`src/fci_defs.svh`:
```
`ifndef FCI_DEFS_SVH
`define FCI_DEFS_SVH

// apb byte offsets
`define FCI_OFS_DOUT       8'h00
`define FCI_OFS_MSTAT      8'h04
`define FCI_OFS_CFGC       8'h08
`define FCI_OFS_DATA       8'h0c
`define FCI_OFS_INT_STAT   8'h10
`define FCI_OFS_INT_CLR    8'h14
`define FCI_OFS_INT_EN     8'h18

// digital output register fields
`define FCI_DOUT_RUN_BIT   2
`define FCI_DOUT_DMA_BIT   3
`define FCI_DOUT_RELEASE   8'h0c

// main status register values
`define FCI_MSTAT_READY    8'h80
`define FCI_MSTAT_RQM_BIT  7
`define FCI_MSTAT_DIO_BIT  6
`define FCI_MSTAT_BUSY_BIT 4

// data rate codes
`define FCI_RATE_500K      2'h0
`define FCI_RATE_300K      2'h1
`define FCI_RATE_250K      2'h2
`define FCI_RATE_1M        2'h3

// command opcodes
`define FCI_CMD_MODE       8'h01
`define FCI_CMD_SPECIFY    8'h03
`define FCI_CMD_RECAL      8'h07
`define FCI_CMD_SENSE      8'h08
`define FCI_CMD_CONFIGURE  8'h13
`define FCI_CMD_LOCK       7'h14
`define FCI_CMD_REVISION   8'h18

// configure parameter byte
`define FCI_CFG_SEEK_BIT   6
`define FCI_CFG_FIFOOFF_BIT 5
// result codes
`define FCI_ST0_INVALID    8'h80
`define FCI_ST0_POLL       8'hc0
`define FCI_ST0_SEEKEND    8'h20
`define FCI_ST0_RECALERR   8'h70
`define FCI_REV_CODE       8'h5a // arbitrary value
`define FCI_LOCK_BIT       7
`define FCI_LOCK_RES_BIT   4
`define FCI_FIFOTHR_RST    4'h0
`define FCI_STEPS_NORMAL   8'd79
`define FCI_STEPS_LONG     8'd255

// interrupt status bits
`define FCI_INT_POLL       0
`define FCI_INT_RECAL      1

// timing
`define FCI_CLK_PERIOD_NS  50
`define FCI_STEP_PW_NS     8000
`define FCI_STEP_PW_CYC    (((`FCI_STEP_PW_NS) + (`FCI_CLK_PERIOD_NS) - 1) / (`FCI_CLK_PERIOD_NS))
`define FCI_MS_NS          1000000
`define FCI_MS_CYC          ((`FCI_MS_NS) / (`FCI_CLK_PERIOD_NS))

`endif

```
`src/fci_pkg.sv`:
```
package fci_pkg;

  typedef enum logic [2:0] {ST_RESET, ST_IDLE, ST_CMD, ST_DISPATCH, ST_MOTOR, ST_STEP, ST_RESULT} fci_state_t;

  typedef struct packed {
    fci_state_t  state;
    logic [7:0]  digOut;
    logic [1:0]  rate;
    logic        fifoOff;
    logic [3:0]  fifoThr;
    logic        impliedSeek;
    logic [7:0]  pretrack;
    logic        locked;
    logic [3:0]  stepRate;
    logic [3:0]  motorOffTime;
    logic [6:0]  motorOnTime;
    logic        nonDma;
    logic [7:0]  modeFlags;
    logic [2:0]  byteCnt;
    logic [7:0]  cmd;
    logic [7:0]  p1;
    logic [7:0]  p2;
    logic [7:0]  p3;
    logic [7:0]  res0;
    logic [7:0]  res1;
    logic [1:0]  resLen;
    logic        resIdx;
    logic [3:0]  pollPend;
    logic        recDone;
    logic [7:0]  recSt0;
    logic [1:0]  recDrive;
    logic [7:0]  cyl;
    logic [7:0]  stepCnt;
    logic [23:0] timer;
    logic        stepOut;
    logic [3:0]  motorOut;
    logic [23:0] offTimer;
    logic [1:0]  intStat;
    logic [1:0]  intEn;
    logic [31:0] prdata;
  } fci_regs_t;

endpackage

```
`src/fci_init_ctrl.sv`:
```
// The APB slave port and the placing of the registers were decided locally.
`timescale 1ns/1ps
`default_nettype none
`include "fci_defs.svh"

module fci_init_ctrl
  import fci_pkg::*;
#(
  parameter int STEP_UNIT_CYC  = `FCI_MS_CYC,
  parameter int MOTOR_UNIT_CYC = `FCI_MS_CYC,
  parameter int OFF_UNIT_CYC   = `FCI_MS_CYC
) (
  input  wire logic        clk,
  input  wire logic        nrst,
  input  wire logic        psel,
  input  wire logic        penable,
  input  wire logic        pwrite,
  input  wire logic [7:0]  paddr,
  input  wire logic [31:0] pwdata,
  output logic [31:0]      prdata,
  output logic             pready,
  output logic             pslverr,
  input  wire logic [3:0]  track0,
  output logic             stepOut,
  output logic             dirOut,
  output logic [3:0]       motorOut,
  output logic [1:0]       driveSel,
  output logic             irq,
  output logic [1:0]       dataRate,
  output logic             fifoEnable,
  output logic [3:0]       fifoThreshold,
  output logic             impliedSeekEn,
  output logic             dmaEnable,
  output logic             headSettleEn,
  output logic             openCollector,
  output logic             isoFormat,
  output logic [1:0]       lowPowerMode,
  output logic             burstMode
);

  // mode command parameter layout
  localparam int MF_SETTLE = 0;
  localparam int MF_OC     = 1;
  localparam int MF_ISO    = 2;
  localparam int MF_LP     = 3;
  localparam int MF_STEP   = 5;
  localparam int MF_BURST  = 6;
  localparam int MF_MODE1  = 7;

  localparam fci_regs_t RST_VAL = '{
    state: ST_RESET, digOut: 8'h00, rate: `FCI_RATE_250K, fifoOff: 1'b1, fifoThr: `FCI_FIFOTHR_RST,
    impliedSeek: 1'b0, pretrack: 8'h00, locked: 1'b0, stepRate: 4'h0, motorOffTime: 4'h0,
    motorOnTime: 7'h00, nonDma: 1'b0, modeFlags: 8'h00, byteCnt: 3'h0, cmd: 8'h00, p1: 8'h00,
    p2: 8'h00, p3: 8'h00, res0: 8'h00, res1: 8'h00, resLen: 2'h0, resIdx: 1'b0, pollPend: 4'h0,
    recDone: 1'b0, recSt0: 8'h00, recDrive: 2'h0, cyl: 8'h00, stepCnt: 8'h00, timer: 24'h000000,
    stepOut: 1'b0, motorOut: 4'h0, offTimer: 24'h000000, intStat: 2'h0, intEn: 2'h0,
    prdata: 32'h00000000};

  fci_regs_t r;
  fci_regs_t next_r;

  function automatic logic [2:0] cmdLen(input logic [7:0] op);
    if (op[6:0] == `FCI_CMD_LOCK) return 3'd1;
    unique case (op)
      `FCI_CMD_MODE:      return 3'd2;
      `FCI_CMD_SPECIFY:   return 3'd3;
      `FCI_CMD_RECAL:     return 3'd2;
      `FCI_CMD_SENSE:     return 3'd1;
      `FCI_CMD_CONFIGURE: return 3'd4;
      `FCI_CMD_REVISION:  return 3'd1;
      default:            return 3'd1;
    endcase
  endfunction

  function automatic logic mapped(input logic [7:0] a);
    return a == `FCI_OFS_DOUT || a == `FCI_OFS_MSTAT || a == `FCI_OFS_CFGC || a == `FCI_OFS_DATA ||
           a == `FCI_OFS_INT_STAT || a == `FCI_OFS_INT_CLR || a == `FCI_OFS_INT_EN;
  endfunction

  // motor-on unit per data rate; slower rates stretch it, except 500K in mode 1, which keeps the 1M unit
  function automatic logic [23:0] motorUnit(input logic [1:0] rt, input logic mode1);
    unique case (rt)
      `FCI_RATE_1M:   return 24'(MOTOR_UNIT_CYC);
      `FCI_RATE_500K: return mode1 ? 24'(MOTOR_UNIT_CYC) : 24'(2 * MOTOR_UNIT_CYC);
      default:        return 24'(4 * MOTOR_UNIT_CYC);
    endcase
  endfunction

  // step interval, (16 - rate code) units scaled by data rate
  function automatic logic [23:0] stepTime(input logic [3:0] srt, input logic [1:0] rt);
    logic [23:0] base;
    base = 24'((16 - int'(srt)) * STEP_UNIT_CYC);
    unique case (rt)
      `FCI_RATE_1M:   return base >> 1;
      `FCI_RATE_500K: return base;
      default:        return base << 1;
    endcase
  endfunction

  logic        setupPh;
  logic        accessPh;
  logic [7:0]  mainStat;
  logic [7:0]  wbyte;
  logic [1:0]  drv;

  assign setupPh  = psel & ~penable;
  assign accessPh = psel & penable;
  assign wbyte    = pwdata[7:0];
  assign drv      = r.p1[1:0];

  // idle with no result pending reads exactly 80h
  always_comb begin
    mainStat = 8'h00;
    mainStat[`FCI_MSTAT_RQM_BIT]  = (r.state == ST_IDLE) || (r.state == ST_CMD) || (r.state == ST_RESULT);
    mainStat[`FCI_MSTAT_DIO_BIT]  = (r.state == ST_RESULT);
    mainStat[`FCI_MSTAT_BUSY_BIT] = (r.state != ST_IDLE) && (r.state != ST_RESET);
    if (r.state == ST_MOTOR || r.state == ST_STEP) begin
      mainStat[r.recDrive] = 1'b1;
    end
  end

  always_comb begin
    next_r = r;

    // apb read data captured in setup so it is stable in the access cycle
    if (setupPh && !pwrite) begin
      next_r.prdata = 32'h00000000;
      unique case (paddr)
        `FCI_OFS_DOUT:     next_r.prdata[7:0] = r.digOut;
        `FCI_OFS_MSTAT:    next_r.prdata[7:0] = mainStat;
        `FCI_OFS_CFGC:     next_r.prdata[1:0] = r.rate;
        `FCI_OFS_DATA:     next_r.prdata[7:0] = (r.state == ST_RESULT) ? (r.resIdx ? r.res1 : r.res0) : 8'h00;
        `FCI_OFS_INT_STAT: next_r.prdata[1:0] = r.intStat;
        `FCI_OFS_INT_EN:   next_r.prdata[1:0] = r.intEn;
        default:           next_r.prdata = 32'h00000000;
      endcase
    end

    // clear first so a same-cycle event below wins
    if (accessPh && pwrite) begin
      unique case (paddr)
        `FCI_OFS_DOUT:    next_r.digOut = wbyte;
        `FCI_OFS_CFGC:    next_r.rate = wbyte[1:0];
        `FCI_OFS_INT_CLR: next_r.intStat = r.intStat & ~wbyte[1:0];
        `FCI_OFS_INT_EN:  next_r.intEn = wbyte[1:0];
        `FCI_OFS_DATA: begin
          if (r.state == ST_IDLE || r.state == ST_CMD) begin
            unique case (r.byteCnt)
              3'd0:    next_r.cmd = wbyte;
              3'd1:    next_r.p1 = wbyte;
              3'd2:    next_r.p2 = wbyte;
              default: next_r.p3 = wbyte;
            endcase
            next_r.byteCnt = r.byteCnt + 3'd1;
            if (r.byteCnt + 3'd1 == cmdLen(r.byteCnt == 3'd0 ? wbyte : r.cmd)) begin
              next_r.state = ST_DISPATCH;
            end else begin
              next_r.state = ST_CMD;
            end
          end
        end
        default: ;
      endcase
    end

    // result bytes are popped on the read access edge
    if (accessPh && !pwrite && paddr == `FCI_OFS_DATA && r.state == ST_RESULT) begin
      if (2'(r.resIdx) + 2'd1 >= r.resLen) begin
        next_r.state  = ST_IDLE;
        next_r.resIdx = 1'b0;
      end else begin
        next_r.resIdx = 1'b1;
      end
    end

    unique case (r.state)
      ST_DISPATCH: begin
        next_r.byteCnt = 3'd0;
        next_r.resIdx  = 1'b0;
        next_r.resLen  = 2'd1;
        next_r.res1    = 8'h00;
        next_r.state   = ST_RESULT;
        if (r.cmd[6:0] == `FCI_CMD_LOCK) begin
          next_r.locked = r.cmd[`FCI_LOCK_BIT];
          next_r.res0   = 8'(r.cmd[`FCI_LOCK_BIT]) << `FCI_LOCK_RES_BIT;
        end else begin
          unique case (r.cmd)
            `FCI_CMD_SPECIFY: begin
              next_r.stepRate     = r.p1[7:4];
              next_r.motorOffTime = r.p1[3:0];
              next_r.motorOnTime  = r.p2[7:1];
              next_r.nonDma       = r.p2[0];
              next_r.state        = ST_IDLE;
            end
            `FCI_CMD_CONFIGURE: begin
              next_r.impliedSeek = r.p2[`FCI_CFG_SEEK_BIT];
              next_r.fifoOff     = r.p2[`FCI_CFG_FIFOOFF_BIT];
              next_r.fifoThr     = r.p2[3:0];
              next_r.pretrack    = r.p3;
              next_r.state       = ST_IDLE;
            end
            `FCI_CMD_MODE: begin
              next_r.modeFlags = r.p1;
              next_r.state     = ST_IDLE;
            end
            `FCI_CMD_REVISION: next_r.res0 = `FCI_REV_CODE;
            `FCI_CMD_RECAL: begin
              next_r.recDrive = drv;
              next_r.recDone  = 1'b0;
              next_r.stepCnt  = 8'h00;
              next_r.timer    = 24'(r.motorOnTime) * motorUnit(r.rate, r.modeFlags[MF_MODE1]);
              next_r.state    = ST_MOTOR;
            end
            `FCI_CMD_SENSE: begin
              next_r.resLen = 2'd2;
              if (r.pollPend != 4'h0) begin
                // one poll report per logical drive, lowest first
                for (int i = 3; i >= 0; i--) begin
                  if (r.pollPend[i]) begin
                    next_r.res0 = `FCI_ST0_POLL | 8'(i);
                  end
                end
                next_r.pollPend = r.pollPend & (r.pollPend - 4'h1);
              end else if (r.recDone) begin
                next_r.res0    = r.recSt0;
                next_r.res1    = r.cyl;
                next_r.recDone = 1'b0;
              end else begin
                next_r.res0   = `FCI_ST0_INVALID;
                next_r.resLen = 2'd1;
              end
            end
            default: next_r.res0 = `FCI_ST0_INVALID;
          endcase
        end
      end
      ST_MOTOR: begin
        // motor spin-up before the first step
        if (r.timer != 24'h000000) begin
          next_r.timer = r.timer - 24'h000001;
        end else begin
          next_r.state = ST_STEP;
        end
      end
      ST_STEP: begin
        if (r.timer != 24'h000000) begin
          next_r.timer = r.timer - 24'h000001;
          // pulse ends after its fixed width; the rest of the count is step spacing
          if (r.timer == stepTime(r.stepRate, r.rate) + 24'h000001) begin
            next_r.stepOut = 1'b0;
          end
        end else if (track0[r.recDrive]) begin
          next_r.stepOut = 1'b0;
          next_r.cyl     = 8'h00;
          next_r.recSt0  = `FCI_ST0_SEEKEND | 8'(r.recDrive);
          next_r.recDone = 1'b1;
          next_r.state   = ST_IDLE;
          next_r.intStat[`FCI_INT_RECAL] = 1'b1;
        end else if (r.stepCnt == (r.modeFlags[MF_STEP] ? `FCI_STEPS_LONG : `FCI_STEPS_NORMAL)) begin
          next_r.recSt0  = `FCI_ST0_RECALERR | 8'(r.recDrive);
          next_r.recDone = 1'b1;
          next_r.state   = ST_IDLE;
          next_r.intStat[`FCI_INT_RECAL] = 1'b1;
        end else begin
          next_r.stepOut = 1'b1;
          next_r.stepCnt = r.stepCnt + 8'h01;
          next_r.timer   = stepTime(r.stepRate, r.rate) + 24'(`FCI_STEP_PW_CYC);
        end
      end
      default: ;
    endcase

    // motors start at once but stop only after the motor-off delay
    next_r.motorOut = r.motorOut | r.digOut[7:4];
    if ((r.motorOut & ~r.digOut[7:4]) != 4'h0) begin
      if (r.offTimer == 24'h000001) begin
        next_r.motorOut = r.digOut[7:4];
        next_r.offTimer = 24'h000000;
      end else if (r.offTimer == 24'h000000) begin
        next_r.offTimer = 24'({r.motorOffTime == 4'h0, r.motorOffTime}) * 24'(OFF_UNIT_CYC);
      end else begin
        next_r.offTimer = r.offTimer - 24'h000001;
      end
    end else begin
      next_r.offTimer = 24'h000000;
    end

    // soft reset while the run bit is low; fifo settings survive only if locked
    if (!r.digOut[`FCI_DOUT_RUN_BIT]) begin
      next_r.state        = ST_RESET;
      next_r.byteCnt      = 3'd0;
      next_r.resIdx       = 1'b0;
      next_r.pollPend     = 4'h0;
      next_r.recDone      = 1'b0;
      next_r.stepOut      = 1'b0;
      next_r.rate         = `FCI_RATE_250K;
      next_r.stepRate     = 4'h0;
      next_r.motorOnTime  = 7'h00;
      next_r.motorOffTime = 4'h0;
      next_r.nonDma       = 1'b0;
      if (!r.locked) begin
        next_r.fifoOff     = 1'b1;
        next_r.fifoThr     = `FCI_FIFOTHR_RST;
        next_r.impliedSeek = 1'b0;
        next_r.pretrack    = 8'h00;
      end
    end else if (r.state == ST_RESET) begin
      next_r.state    = ST_IDLE;
      next_r.pollPend = 4'hf;
      next_r.intStat[`FCI_INT_POLL] = 1'b1;
    end
  end

  always_ff @(posedge clk or negedge nrst) begin
    if (!nrst) begin
      r <= RST_VAL;
    end else begin
      r <= next_r;
    end
  end

  // zero wait states keep the slave simple
  assign pready        = 1'b1;
  assign pslverr       = accessPh && !mapped(paddr);
  assign prdata        = r.prdata;
  assign irq           = |(r.intStat & r.intEn);
  assign stepOut       = r.stepOut;
  assign dirOut        = 1'b0;
  assign motorOut      = r.motorOut;
  assign driveSel      = r.digOut[1:0];
  assign dataRate      = r.rate;
  assign fifoEnable    = ~r.fifoOff;
  assign fifoThreshold = r.fifoThr;
  assign impliedSeekEn = r.impliedSeek;
  assign dmaEnable     = r.digOut[`FCI_DOUT_DMA_BIT] & ~r.nonDma;
  assign headSettleEn  = r.modeFlags[MF_SETTLE];
  assign openCollector = r.modeFlags[MF_OC];
  assign isoFormat     = r.modeFlags[MF_ISO];
  assign lowPowerMode  = r.modeFlags[MF_LP +: 2];
  assign burstMode     = r.modeFlags[MF_BURST];

endmodule // fci_init_ctrl

`default_nettype wire

```
`config.mk`:
```
export PLATFORM = sky130hd
export DESIGN_NAME = fci_init_ctrl
export DESIGN_NICKNAME = d
export VERILOG_FILES = /design/src/fci_pkg.sv /design/src/fci_init_ctrl.sv
export VERILOG_INCLUDE_DIRS = /design/src /design/src/src
export SDC_FILE = /design/constraint.sdc
export NUM_CORES = 1
export LEC_CHECK = 0
export ABC_AREA = 1
export BUFFER_PORTS_ARGS = -buffer_cell sky130_fd_sc_hd__buf_4
export CORE_ASPECT_RATIO = 1.4
export CORE_MARGIN = 2
export CORE_UTILIZATION = 55
export DETAILED_ROUTE_END_ITERATION = 6
export PLACE_DENSITY = 0.74
export SLEW_MARGIN = 40
export SYNTH_ARGS = -nofsm -noshare
export SYNTH_HDL_FRONTEND = slang
export SYNTH_SLANG_ARGS = --single-unit
```
`constraint.sdc`:
```
create_clock -name clk -period 9.8 [get_ports clk]
set_input_delay 1.47 -clock clk [delete_from_list [all_inputs] [get_ports clk]]
set_output_delay 1.47 -clock clk [all_outputs]
set_load 0.02 [all_outputs]
```
# ---- Word level (Yosys, flattened, before mapping)
# Index checks and enable logic that the tools add are counted.
# W data, S select, Z words.
dict set report op_classes {
  add_sub_neg 9
  mul 3
  magnitude_cmp 4
  eq_ne 64
  mux 122
  bitwise 17
  reduce_logical 56
}
# operator n
set op_table {}
lappend op_table {{$mux W24} 14}
lappend op_table {{$mux W8} 18}
lappend op_table {{$mux W35} 3}
lappend op_table {{$mux W32} 3}
lappend op_table {{$pmux W24 S3} 1}
lappend op_table {{$mux W16} 4}
lappend op_table {{$mux W3} 17}
lappend op_table {{$eq A8 B5 Y1 const B} 6}
lappend op_table {{$pmux W24 S2} 1}
lappend op_table {{$sub A24 B1 Y24 const B} 2}
lappend op_table {{$mux W14} 3}
lappend op_table {{$mux W42} 1}
lappend op_table {{$pmux W17 S2} 1}
lappend op_table {{$mux W33} 1}
lappend op_table {{$mux W4} 7}
lappend op_table {{$mux W9} 3}
lappend op_table {{$ne A3 B1 Y1 const B} 9}
lappend op_table {{$mux W25} 1}
lappend op_table {{$add A24 B1 Y24 const B} 1}
lappend op_table {{$add A24 B8 Y24 const B} 1}
lappend op_table {{$eq A24 B1 Y1 const B} 1}
lappend op_table {{$eq A24 B24 Y1} 1}
lappend op_table {{$eq A8 B3 Y1 const B} 3}
lappend op_table {{$eq A8 B4 Y1 const B} 3}
lappend op_table {{other kinds (68)} 170}
dict set report word_totals {
  reg_bits 186
  out_inout_bits 58
  elab_cells 308
}

# ---- Depth between registers and ports, before layout
# Gate-level depths: netlist (run 1).
dict set report depth {
  depth_word 24
  depth_mapped 32
  mapped_depth_nobuf 31
}

# ---- Least setup slack after synthesis (run 1)
# No wires, ideal clock.
dict set report synth_path {
  path_type {register -> register}
  startpoint {reg r, in the netlist dataRate[1]}
  endpoint {reg r[83] (netlist name)}
  setup_time_ps 124
  arrival_ps 5241
  path_slack_ps 4435
  stages_incl_launch_ff 27
  n_path_buf 1
  cell_sequence {dfstp_2 -> inv_1 -> ha_1 -> buf_6 -> inv_6 -> nand2_2 -> inv_2 -> a21oi_1 -> or2_2 -> fa_1 -> fa_1 -> inv_1 -> fa_1 -> inv_1 -> fa_1 -> inv_1 -> ha_1 -> a21oi_1 -> nand2_1 -> a21oi_1 -> o21ai_0 -> nand3_1 -> nand2_1 -> nor2_1 -> nor2_1 -> a21oi_1 -> a21boi_1}
}
dict set report synth_via {
  elab_chain_cells 11
  elab_cells_between_ends 19
}
# element line_no
set synth_rtl {}
lappend synth_rtl {{from (decl)} fci_init_ctrl.sv:59} ;# fci_regs_t r;
lappend synth_rtl {{from (signal assigned)} fci_init_ctrl.sv:318} ;# r <= next_r;
lappend synth_rtl {{parallel branches: the longest is 10 deep, another holds $mul A7 B24 Y24} -}
lappend synth_rtl {{$pmux W24 S3 (*)} fci_init_ctrl.sv:176} ;# unique case (r.state)
# Mark *: on every way between the ends. The select of a mux whose other input is x is not followed.
# A chain may end at the register's enable or synchronous reset.

# ---- Worst setup path in the final report (run 1)
dict set report layout_path {
  startpoint {reg r, in the netlist dataRate[1]}
  endpoint {reg r[81] (netlist name)}
}
# The elaborated chain is that of the path after synthesis.

==> results.txt, run 1 <==
- In this run, post-CTS repair resized a total of 0 instances.
- Using the TritonRoute via totals, the vias-per-cell ratio works out to 5.59.
- CTS saw 165 sinks.
- Data on the critical path arrives at its endpoint at 6780 ps.
- In this run the mean area of a mapped cell was 7.53 um^2.
- The tightest min-delay check is of the reg2reg type.
- The longest clock path from root to sink contains 2 buffers.
* Clock slew seen by the registers of the worst setup and hold paths: 70 ps
- Summed area of non-filler cells in the final layout: 14,800 um^2
- Dividing the detail-routed wire length by the instance count gives 17.1 um.
- Entering global routing, the biggest net connects 61 pins.
- The count of nets left with antenna violations once routing finished came out at 0.
* Most used cells in the layout excluding fill and tap cells: 342 x sky130_fd_sc_hd__nand2_1, 299 x sky130_fd_sc_hd__inv_1, 167 x sky130_fd_sc_hd__nor2_1
* Width of the die: 138 um
- In the global route stage, overall resource usage came out at 0.299.
- Relative max-transition margin: 0.476
* Setup slack at placement: 3450 ps
- For this run, the number of Yosys warnings is 0.
- In this design, the stage delay of the slowest critical-path cell is 570 ps.
- The routed design could run at a clock period as short as 6450 ps.
- Mapped cell area: 13,800 um^2
- In the routed design, unresolved DRC markers number 0.
- In the synthesized netlist the dominant register cell turns out to be sky130_fd_sc_hd__dfrtp_1.
- Count of TritonRoute iterations in the first routing pass: 7
* Placed inst area: 14,200 um^2
* Maximum vdd ir drop: 0.222 mV
* Minimum setup slack in the final design: 3350 ps
- Clock tree synthesis inserted a total of 17 buffers.
* Worst clock skew: 9.79 ps
- Total instance count after detailed placement: 2,156
- Effective utilization at floorplan: 0.560
* TritonCTS clock tree: built
* Total of max-cap violations: 0
- Share of final-layout standard cells stronger than drive strength 1: 0.0934
- Nets: 2,055
- Area occupied by registers: 4130 um^2
- Max stage delay cell, worst path: sky130_fd_sc_hd__dfstp_2
- The floorplan step defined a die boundary enclosing 26,400 um^2.
- Number of global-route vias before repair: 12,341
- For this run the aggregate overflow at the end of global routing stands at 0.
- The final hold violation count was 0.
- The worst setup path is of the reg2reg kind.
* Setup-violating endpoint count in the final report: 0
- Wire length of the first global-routing pass: 60,900 um
- The congestion estimate from routability-driven global placement came to 0.965.
- Count of standard-cell rows: 68
- Counting cells, the worst reg-to-reg path comes to 24.
- Of the available clock period, the critical path in the final layout requires 0.658.
- Compared with the post-synthesis result, the final layout area differs by 7.27%.
- Worst hold-check slack: 460 ps
- Clock Root Buffer: sky130_fd_sc_hd__clkbuf_16
- Data on the critical path is required at its endpoint by 10,140 ps.
* Setup tns final: 0 ps
- Total length of routed met2 wires: 19,200 um
* Final routed wirelength across all metal layers: 37,500 um
- For this design the ratio of total power to cell area is 121 nW/um^2.
- Die boundary height: 191 um
* Antenna violations before repair: 0
- After technology mapping, the gate count stands at 1,833.
- Leaving out fill and tap cells, the most frequent cell in the layout is sky130_fd_sc_hd__nand2_1.
* Antenna cells: 0
- After clock tree synthesis, the flow added hold-fix buffers numbering 0.
* Number of ports placed on the die boundary: 107
* Number of different library cells in the post-synthesis netlist: 66
- Lkg Pwr: 7.39 nW
* Routed length on met3: 1740 um
- Minimum setup slack among reg-to-reg paths: 3350 ps
- Sequential area share after synthesis: 0.299
- At the pin with the least slew margin, the transition time is 779 ps.
* Core area: 24,700 um^2
- The worst setup path is captured at a register.
- Final-report max-slew violation count: 0
- Postcts setup bufs: 0
- The H-tree was split into 4 levels.
* Routed vias: 12,224
- Number of enable-type register cells in the synthesized netlist: 0
- Layout Cells excl Fill: 2,188
- The signal on the critical path passes through inv_1 > ha_1 > buf_4 > inv_6 > nand2_2 > inv_2 > a21oi_1 > buf_4 > or2_2 > fa_1 > fa_1 > inv_1 > fa_1 > inv_1 > fa_1 > inv_1 > ha_1 > a21oi_1 > nand2_1 > a21oi_1 > o21ai_0 > o21ai_0 > nand3_1 > o21a_1.
- During placement, the flow inserted port buffers numbering 56.
- Along the worst hold path, the cell count comes to 1.
* Met1 routed wirelength after detailed routing: 14,600 um
- The later pin in the worst-skew pair is clocked with a latency of 450 ps.
- Max FO, Critical Path: 25
- Unrepaired setup endpoints after global routing: no
* Number of design-rule violations left by the first detailed-router iteration: 946
* Ys async rst share: 1.00
- Peak clock frequency supported by timing: 155 MHz
- The filler cells instantiated in the layout total 2,303.
- Count of state elements after synthesis: 165
* Run status: completed
* Multi-input logic area: 8000 um^2
- The detailed router used layers up to and including met4.
* Nature of the critical path startpoint: register
- The HPWL after detailed placement is 29,300 um.
power by group:
part | internal (mW) | total [mW] | switching, mW
registers | 0.725 | 0.759 | 0.0342
clock network | 0.382 | 0.672 | 0.290
logic | 0.123 | 0.360 | 0.237
final cells by class:
class                      count  share of cell area
clock buffer                  21              0.0304
clock inverter                11             0.00853
inverter                     325              0.0828
multi-input combinational   1288               0.540
sequential                   165               0.279
tap                          315              0.0266
timing repair buffer          63              0.0324
state kept, by name (all words and copies together) (netlist names):
name	cells
burstMode	1
dataRate	2
driveSel	2
drv	2
fifoThreshold	4
headSettleEn	1
impliedSeekEn	1
isoFormat	1
lowPowerMode	2
motorOut	4
openCollector	1
prdata	8
r	135
stepOut	1
synthesized netlist by cell type (13+ instances only):
| library cell | count | area, um^2 |
|---|---|---|
| sky130_fd_sc_hd__a21oi_1 | 78 | 390 |
| sky130_fd_sc_hd__buf_4 | 53 | 398 |
| sky130_fd_sc_hd__clkbuf_1 | 14 | 52.6 |
| sky130_fd_sc_hd__dfrtp_1 | 163 | 4080 |
| sky130_fd_sc_hd__fa_1 | 45 | 901 |
| sky130_fd_sc_hd__ha_1 | 101 | 1260 |
| sky130_fd_sc_hd__inv_1 | 299 | 1120 |
| sky130_fd_sc_hd__inv_2 | 23 | 86.3 |
| sky130_fd_sc_hd__nand2_1 | 342 | 1280 |
| sky130_fd_sc_hd__nand3_1 | 90 | 450 |
| sky130_fd_sc_hd__nand4_1 | 18 | 113 |
| sky130_fd_sc_hd__nor2_1 | 167 | 627 |
| sky130_fd_sc_hd__nor2_2 | 13 | 81.3 |
| sky130_fd_sc_hd__nor3_1 | 37 | 185 |
| sky130_fd_sc_hd__o21ai_0 | 129 | 646 |
| sky130_fd_sc_hd__o21ai_1 | 14 | 70.1 |
| sky130_fd_sc_hd__o22ai_1 | 29 | 181 |
| sky130_fd_sc_hd__xnor2_1 | 15 | 131 |
| sky130_fd_sc_hd__xor2_1 | 44 | 385 |
critical path: cells and delay by family, from the launching register on:
family,cells,cell delay [ps]
adders and majority gates,6,2740
AOI/OAI and AO/OA,6,1240
buffers and inverters,8,1050
and+or+nand+nor,4,710
DFF,1,570
metal layers:
| layer | global-route usage | up-vias |
|---|---|---|
| met5 | 0 | - |
| li1 | - | 5938 |
| met4 | 0.164 | 0 |
| met3 | 0.0395 | 111 |
| met1 | 0.344 | 5768 |
| met2 | 0.530 | 407 |
worst paths after layout:
path                              from     end
max                        dataRate[1]   r[81]
min                              r[36]   r[36]
max reg2reg                dataRate[1]   r[81]
min reg2reg                      r[36]   r[36]
max in group asynchronous         nrst  r[212]
min in group asynchronous         nrst   r[80]
stage by stage:
stage	util	total power, mW
floorplan	-	1.05
global placement	0.577	1.12
finish	0.600	1.79
detailed placement	0.577	1.13
CTS	0.600	1.80
global route	0.600	1.88
kinds of logic (layout without fill, tap and decap cells):
group           Yosys count  count (layout)  share of synthesized area
compound gates          332             332                      0.141
other cells               2              26                   0.000544
simple gates            725             725                      0.237
fa+ha+maj               146             146                      0.157
flops                   165             165                      0.299
buf+inv                 404             420                      0.128
xor+xnor                 59              59                     0.0374
Power figures use the tool's default switching activity.
==> run 2, diff against run 1 <==
Clock period 9.8 ns to 6.1 ns, I/O delays scaled along.
==> results.txt, run 2 (same netlist as run 1, synthesis figures left out) <==
- TritonCTS built the clock tree.
- Peak clock frequency supported by timing: 174 MHz
- Hold timing on the final database bottoms out at a slack of 455 ps.
- Max stage delay cell, worst path: sky130_fd_sc_hd__dfstp_2
- The number of global-route vias before repair came to 12,235.
- Hold Startpoint: r[112]
* Most used cells in the layout excluding fill and tap cells: 342 x sky130_fd_sc_hd__nand2_1, 299 x sky130_fd_sc_hd__inv_1, 166 x sky130_fd_sc_hd__nor2_1
- Max FO, Critical Path: 14
* Routability Congestion: 0.979
- The design draws 2.94 mW.
* Routed vias: 12,289
* Maximum vdd ir drop: 0.279 mV
- Unrepaired setup endpoints after global routing: no
- RR Startpoint: dataRate[1]
* Setup tns final: 0 ps
- Share of the core filled with cells: 0.602
- Via-per-instance ratio: 5.62
- For this run, the post-layout net count is 2,056.
- Antenna cells: 0
- Residual antenna-violating net count after detailed routing: 0
- The clock passes through at most 2 buffers.
- Flip-flop count of the largest register, all copies and words added: 135
* Number of buffers created by CTS: 17
- STA puts the critical path data required time at 6420 ps.
- Summed over all cells, the static leakage comes to 7.41 nW.
- Total instance count after detailed placement: 2,157
- Share of final-layout standard cells stronger than drive strength 1: 0.0957
- For this run, the total global-route usage over all layers was measured as 0.302.
* Clock slew seen by the registers of the worst setup and hold paths: 70 ps
* CP Class: reg2reg
* Fill cell total of the finished layout: 2,306
- The min-delay analysis places its worst path in the category reg2reg.
* Minimum setup slack among reg-to-reg paths: 340 ps
- Width of the die: 138 um
- Counting I/O delays and the setup requirement, the final critical path takes 5760 ps.
- The worst setup path is launched from a register.
- At the pin with the least slew margin, the transition time is 758 ps.
- The number of buffers and inverters on the critical path is 6.
* Area grow syn2layout: 7.66%
- Die boundary height: 191 um
- Antenna violations before repair: 0
- Grouping stages by cell kind, the critical path spends the most delay in adder cells.
* Clock Root Buffer: sky130_fd_sc_hd__clkbuf_16
- Largest stage delay on the critical path: 560 ps
* Run status: completed
* Total of max-cap violations: 0
- Core area: 24,700 um^2
- Most flop-heavy register: r
- For this block, the routed nets add up to 38,000 um of wire.
- The die covers 26,400 um^2.
- The first routing iteration left 882 violations.
- Entering global routing, the biggest net connects 73 pins.
- The floorplan has 68 rows.
* Worst clock skew: 8.31 ps
- Routed length per instance: 17.4 um
- STA classifies the critical path endpoint as a register.
* Worst Hold Path EP: r[112]
- In the finished design, the share of the clock period the worst path needs comes to 0.945.
* DRC violation count after routing: 0
- Final-report max-slew violation count: 0
- After clock tree synthesis, the flow added hold-fix buffers numbering 0.
- Arrival time worst endpoint: 6080 ps
- Count of TritonRoute iterations in the first routing pass: 5
* Number of sinks on the clock net: 165
* Leftover overflow at the end of global routing: 0
- Clock latency on the worst-skew pair: 440 ps
- In this run the number of H-tree levels came out at 4.
* Number of ports placed on the die boundary: 107
- DP Wirelength: 29,900 um
- Headroom to the max-slew limit came out at 0.490.
- Setup-violating endpoint count in the final report: 0
* Most common library cell in the layout ignoring fill and taps: sky130_fd_sc_hd__nand2_1
* Wire length of the first global-routing pass: 61,600 um
- The final hold violation count came to 0.
- In this run the critical register-to-register path is captured at r[83].
- For the worst flop-to-flop path, the logic depth is 25.
* Port buffer count: 56
* Layout Cells excl Fill: 2,186
- Power per Cell Area: 198 nW/um^2
- The worst hold path passes through 2 cells.
- Effective utilization at floorplan: 0.560
==> run 2: timing repair <==
item / 4_1_cts / 5_1_grt
endpoints found under the hold margin: 0 / 0
setup buffers: 0 / 0
gates resized for setup: 0 / 7
setup endpoints to repair: 0 / 8
==> run 2: worst max-delay path by stage <==
| stage | startpoint | endpoint | cells past startpoint | slack [ps] |
|---|---|---|---|---|
| 2_1_floorplan | dataRate[1] | r[83] | 26 | 740 |
| 3_5_place_dp | dataRate[1] | r[86] | 24 | 130 |
| 5_1_grt | dataRate[1] | r[86] | 25 | 30 |
| 3_3_place_gp | dataRate[1] | r[86] | 24 | 150 |
| 6_report | dataRate[1] | r[83] | 25 | 340 |
| 4_1_cts | dataRate[1] | r[86] | 24 | 90 |
==> run 2: final cells by class <==
cell class,count,area [um^2],share of cell area
clock inverter,9,155,0.0104
inverter,325,1230,0.0827
clock buffer,20,447,0.0301
timing repair buffer,64,484,0.0326
sequential,165,4130,0.278
tap,315,394,0.0265
multi-input combinational,1288,8020,0.540
==> run 2: through the flow <==
stage,worst slack [ps],instance area [um^2]
after floorplan,735,13900
after global placement,151,14200
after detailed placement,130,14200
after CTS,88.7,14800
after global routing,28.4,14900
final,338,14900
==> run 2: metal layers <==
metal,global-route usage,share of wire,vias up
met5,0,0,-
met4,0.151,0.048,0
li1,-,-,5950
met3,0.0329,0.041,94
met2,0.539,0.52,374
met1,0.356,0.39,5871
==> run 2: worst reg2reg max path, cell delays in order, from the launching register on <==
cell and delay, ps:
sky130_fd_sc_hd__dfstp_2 560, sky130_fd_sc_hd__inv_1 80, sky130_fd_sc_hd__ha_1 340, sky130_fd_sc_hd__inv_6 160, sky130_fd_sc_hd__nand2_2 140, sky130_fd_sc_hd__inv_4 130
sky130_fd_sc_hd__a21oi_2 110, sky130_fd_sc_hd__or2_2 330, sky130_fd_sc_hd__fa_1 510, sky130_fd_sc_hd__fa_1 550, sky130_fd_sc_hd__inv_1 50, sky130_fd_sc_hd__fa_1 520
sky130_fd_sc_hd__inv_1 60, sky130_fd_sc_hd__fa_1 520, sky130_fd_sc_hd__inv_1 50, sky130_fd_sc_hd__ha_1 360, sky130_fd_sc_hd__a21oi_1 180, sky130_fd_sc_hd__nand2_1 140
sky130_fd_sc_hd__a21oi_2 190, sky130_fd_sc_hd__o21ai_1 100, sky130_fd_sc_hd__nand3_1 100, sky130_fd_sc_hd__nand2_1 60, sky130_fd_sc_hd__nor2_1 90, sky130_fd_sc_hd__nor2_1 50
sky130_fd_sc_hd__a21oi_1 160, sky130_fd_sc_hd__a21boi_1 100
==> run 2: report_power, final <==
part           internal (mW)  leakage [nW]  switching (mW)
registers               1.17          2.13          0.0545
clock network          0.689         0.292           0.458
logic                  0.197          4.99           0.380
total                   2.05          7.41           0.892
==> run 3, diff against run 2 <==
Settings changed: CTS_BUF_LIST from default to sky130_fd_sc_hd__clkbuf_8.
==> results.txt, run 3 (same netlist as run 1, synthesis figures left out) <==
- Count of cells resized by post-cts repair: 0
- Power per Cell Area: 181 nW/um^2
- The register with the most flip-flops in the layout has 135 of them.
- Entering global routing, the biggest net connects 73 pins.
- Antenna cells: 0
- In the final design database the tool counted 2,056 nets.
* Hold Buf Count CTS: 0
* Number of design-rule violations left by the first detailed-router iteration: 959
* Effective utilization at floorplan: 0.560
- In this design, the largest share of critical-path delay is due to adder cells.
* H-Tree Depth: 4
- The filler cells instantiated in the layout total 2,336.
- In this run the tightest slew margin relative to its limit is 0.462.
- The tightest hold path in the finished design has a slack of 460 ps.
* Final hold vios: 0
- Wires add up to 37,600 um.
* Required @ worst endpoint: 6460 ps
* Peak clock frequency supported by timing: 173 MHz
- Clock tree synthesis found a total of 165 sinks.
- Across the VDD grid, the largest voltage drop is 0.268 mV.
- GRT Util Overall: 0.300
- Routability-driven placement finished with a final weighted congestion of 0.979.
- Setup repair after global routing left no endpoint under its margin.
- After floorplanning, the core was sized to cover 24,700 um^2.
- TritonCTS built the clock tree.
- On the final layout, the worst clock skew is 11.8 ps.
- Total of max-cap violations: 0
* Transition time at the pin with the least slew margin: 802 ps
- After routing, the total negative slack on setup checks comes to 0 ps.
- Most used cells in the layout excluding fill and tap cells: 342 x sky130_fd_sc_hd__nand2_1, 301 x sky130_fd_sc_hd__inv_1, 166 x sky130_fd_sc_hd__nor2_1
* Worst setup EP type: register
- Final-report max-slew violation count: 0
* Number of buffers created by CTS: 17
* Number of ports placed on the die boundary: 107
- After layout, the worst setup slack is 334 ps.
- Routed length per instance: 17.2 um
- Across all register-to-register paths, the minimum setup slack is 330 ps.
* Share of the core filled with cells: 0.594
- The area growth from synthesis to layout is 6.23%.
* Setup slack at placement: 130 ps
- The routed design could run at a clock period as short as 5770 ps.
* Leftover overflow at the end of global routing: 0
- Switching portion of total power: 0.319
* Number of buffer and inverter instances along the worst setup path: 6
* Max FO, Critical Path: 14
- The number of setup buffers added after CTS is 0.
- Number of buffers on the longest clock path: 2
* Lkg Pwr: 7.33 nW
- Clock-pin slew was measured on the worst setup and hold paths at 90 ps.
- The count of nets left with antenna violations once routing finished came out at 0.
- Switch Pwr: 0.848 mW
* Antenna violations before repair: 0
- The tightest min-delay check is of the in2async type.
- The die is 191 um tall.
- CP Class: reg2reg
- Cell internal power was estimated by the tool at 1.81 mW.
* Arrival time worst endpoint: 6130 ps
- Input and output buffers added on the ports amount to 56.
- The die covers 26,400 um^2.
- Run status: completed
- On the worst path, the slowest cell contributes a delay of 570 ps.
* Nature of the critical path startpoint: register
* Count of TritonRoute iterations in the first routing pass: 5
- The share of total power dissipated in sequential elements is 0.459.
- The register with the most flip-flops in the final layout is r.
- Via-per-instance ratio: 5.59
- Clock latency on the worst-skew pair: 480 ps
* DRC violation count after routing: 0
- The first global-routing pass estimated 61,000 um of wire.
- Width of the die: 138 um
- Routed vias: 12,220
- Clock network fraction of total power: 0.326
* DP Wirelength: 29,900 um
- Summing internal, switching and leakage power gives 2.65 mW.
* Number of global-route vias before repair: 12,113
- Of the total power, combinational logic draws 0.215.
* Setup-violating endpoint count in the final report: 0
- The slowest stage of the critical path belongs to the cell sky130_fd_sc_hd__dfstp_2.
- Count of standard-cell rows: 68
- In the finished design, the share of the clock period the worst path needs comes to 0.945.
* Share of final-layout standard cells stronger than drive strength 1: 0.0957
- The root buffer cell chosen for the clock tree is sky130_fd_sc_hd__clkbuf_8.
* Most common library cell in the layout ignoring fill and taps: sky130_fd_sc_hd__nand2_1
[run 3: routing by layer]
layer,global-route usage,vias up,routed length (um)
met1,0.350,5816,14800
met2,0.538,364,19500
met5,0,-,0
li1,-,5942,-
met3,0.0326,98,1470
met4,0.149,0,1780
[run 3: path summary, 6_finish.rpt]
path | start | endpoint | cells after the start
min in group clk | r[36] | r[36] | 1
max in group asynchronous | nrst | r[219] | 2
max | dataRate[1] | r[83] | 25
min reg2reg | r[36] | r[36] | 1
max reg2reg | dataRate[1] | r[83] | 25
min | nrst | r[76] | 1
[run 3: power by group through the flow]
stage | Sequential [mW] | Combinational (mW) | Clock [mW]
finish | 1.22 | 0.571 | 0.866
global route | 1.23 | 0.650 | 0.919
CTS | 1.22 | 0.575 | 0.875
detailed placement | 1.24 | 0.573 | 0
global placement | 1.24 | 0.559 | 0
floorplan | 1.23 | 0.459 | 0
[run 3: area by class of cell]
class | count | area [um^2] | share of cell area
tap | 315 | 394 | 0.0269
timing repair buffer | 64 | 484 | 0.0330
clock buffer | 18 | 248 | 0.0169
inverter | 325 | 1230 | 0.0838
sequential | 165 | 4130 | 0.282
multi-input combinational | 1288 | 8020 | 0.547
clock inverter | 11 | 163 | 0.0111
[run 3: worst reg2reg max path: cells and delay by family (launching register included)]
family | cells | cell delay (ps)
adders and majority gates | 6 | 2810
and+or+nand+nor | 7 | 900
AOI/OAI and AO/OA | 6 | 830
DFF | 1 | 570
buffers and inverters | 6 | 530
[run 3: through the flow]
stage	std cells	area, um^2
after floorplan	1857	13900
after global placement	2157	14200
after detailed placement	2157	14200
after CTS	2186	14600
after global routing	2186	14700
final	2186	14700
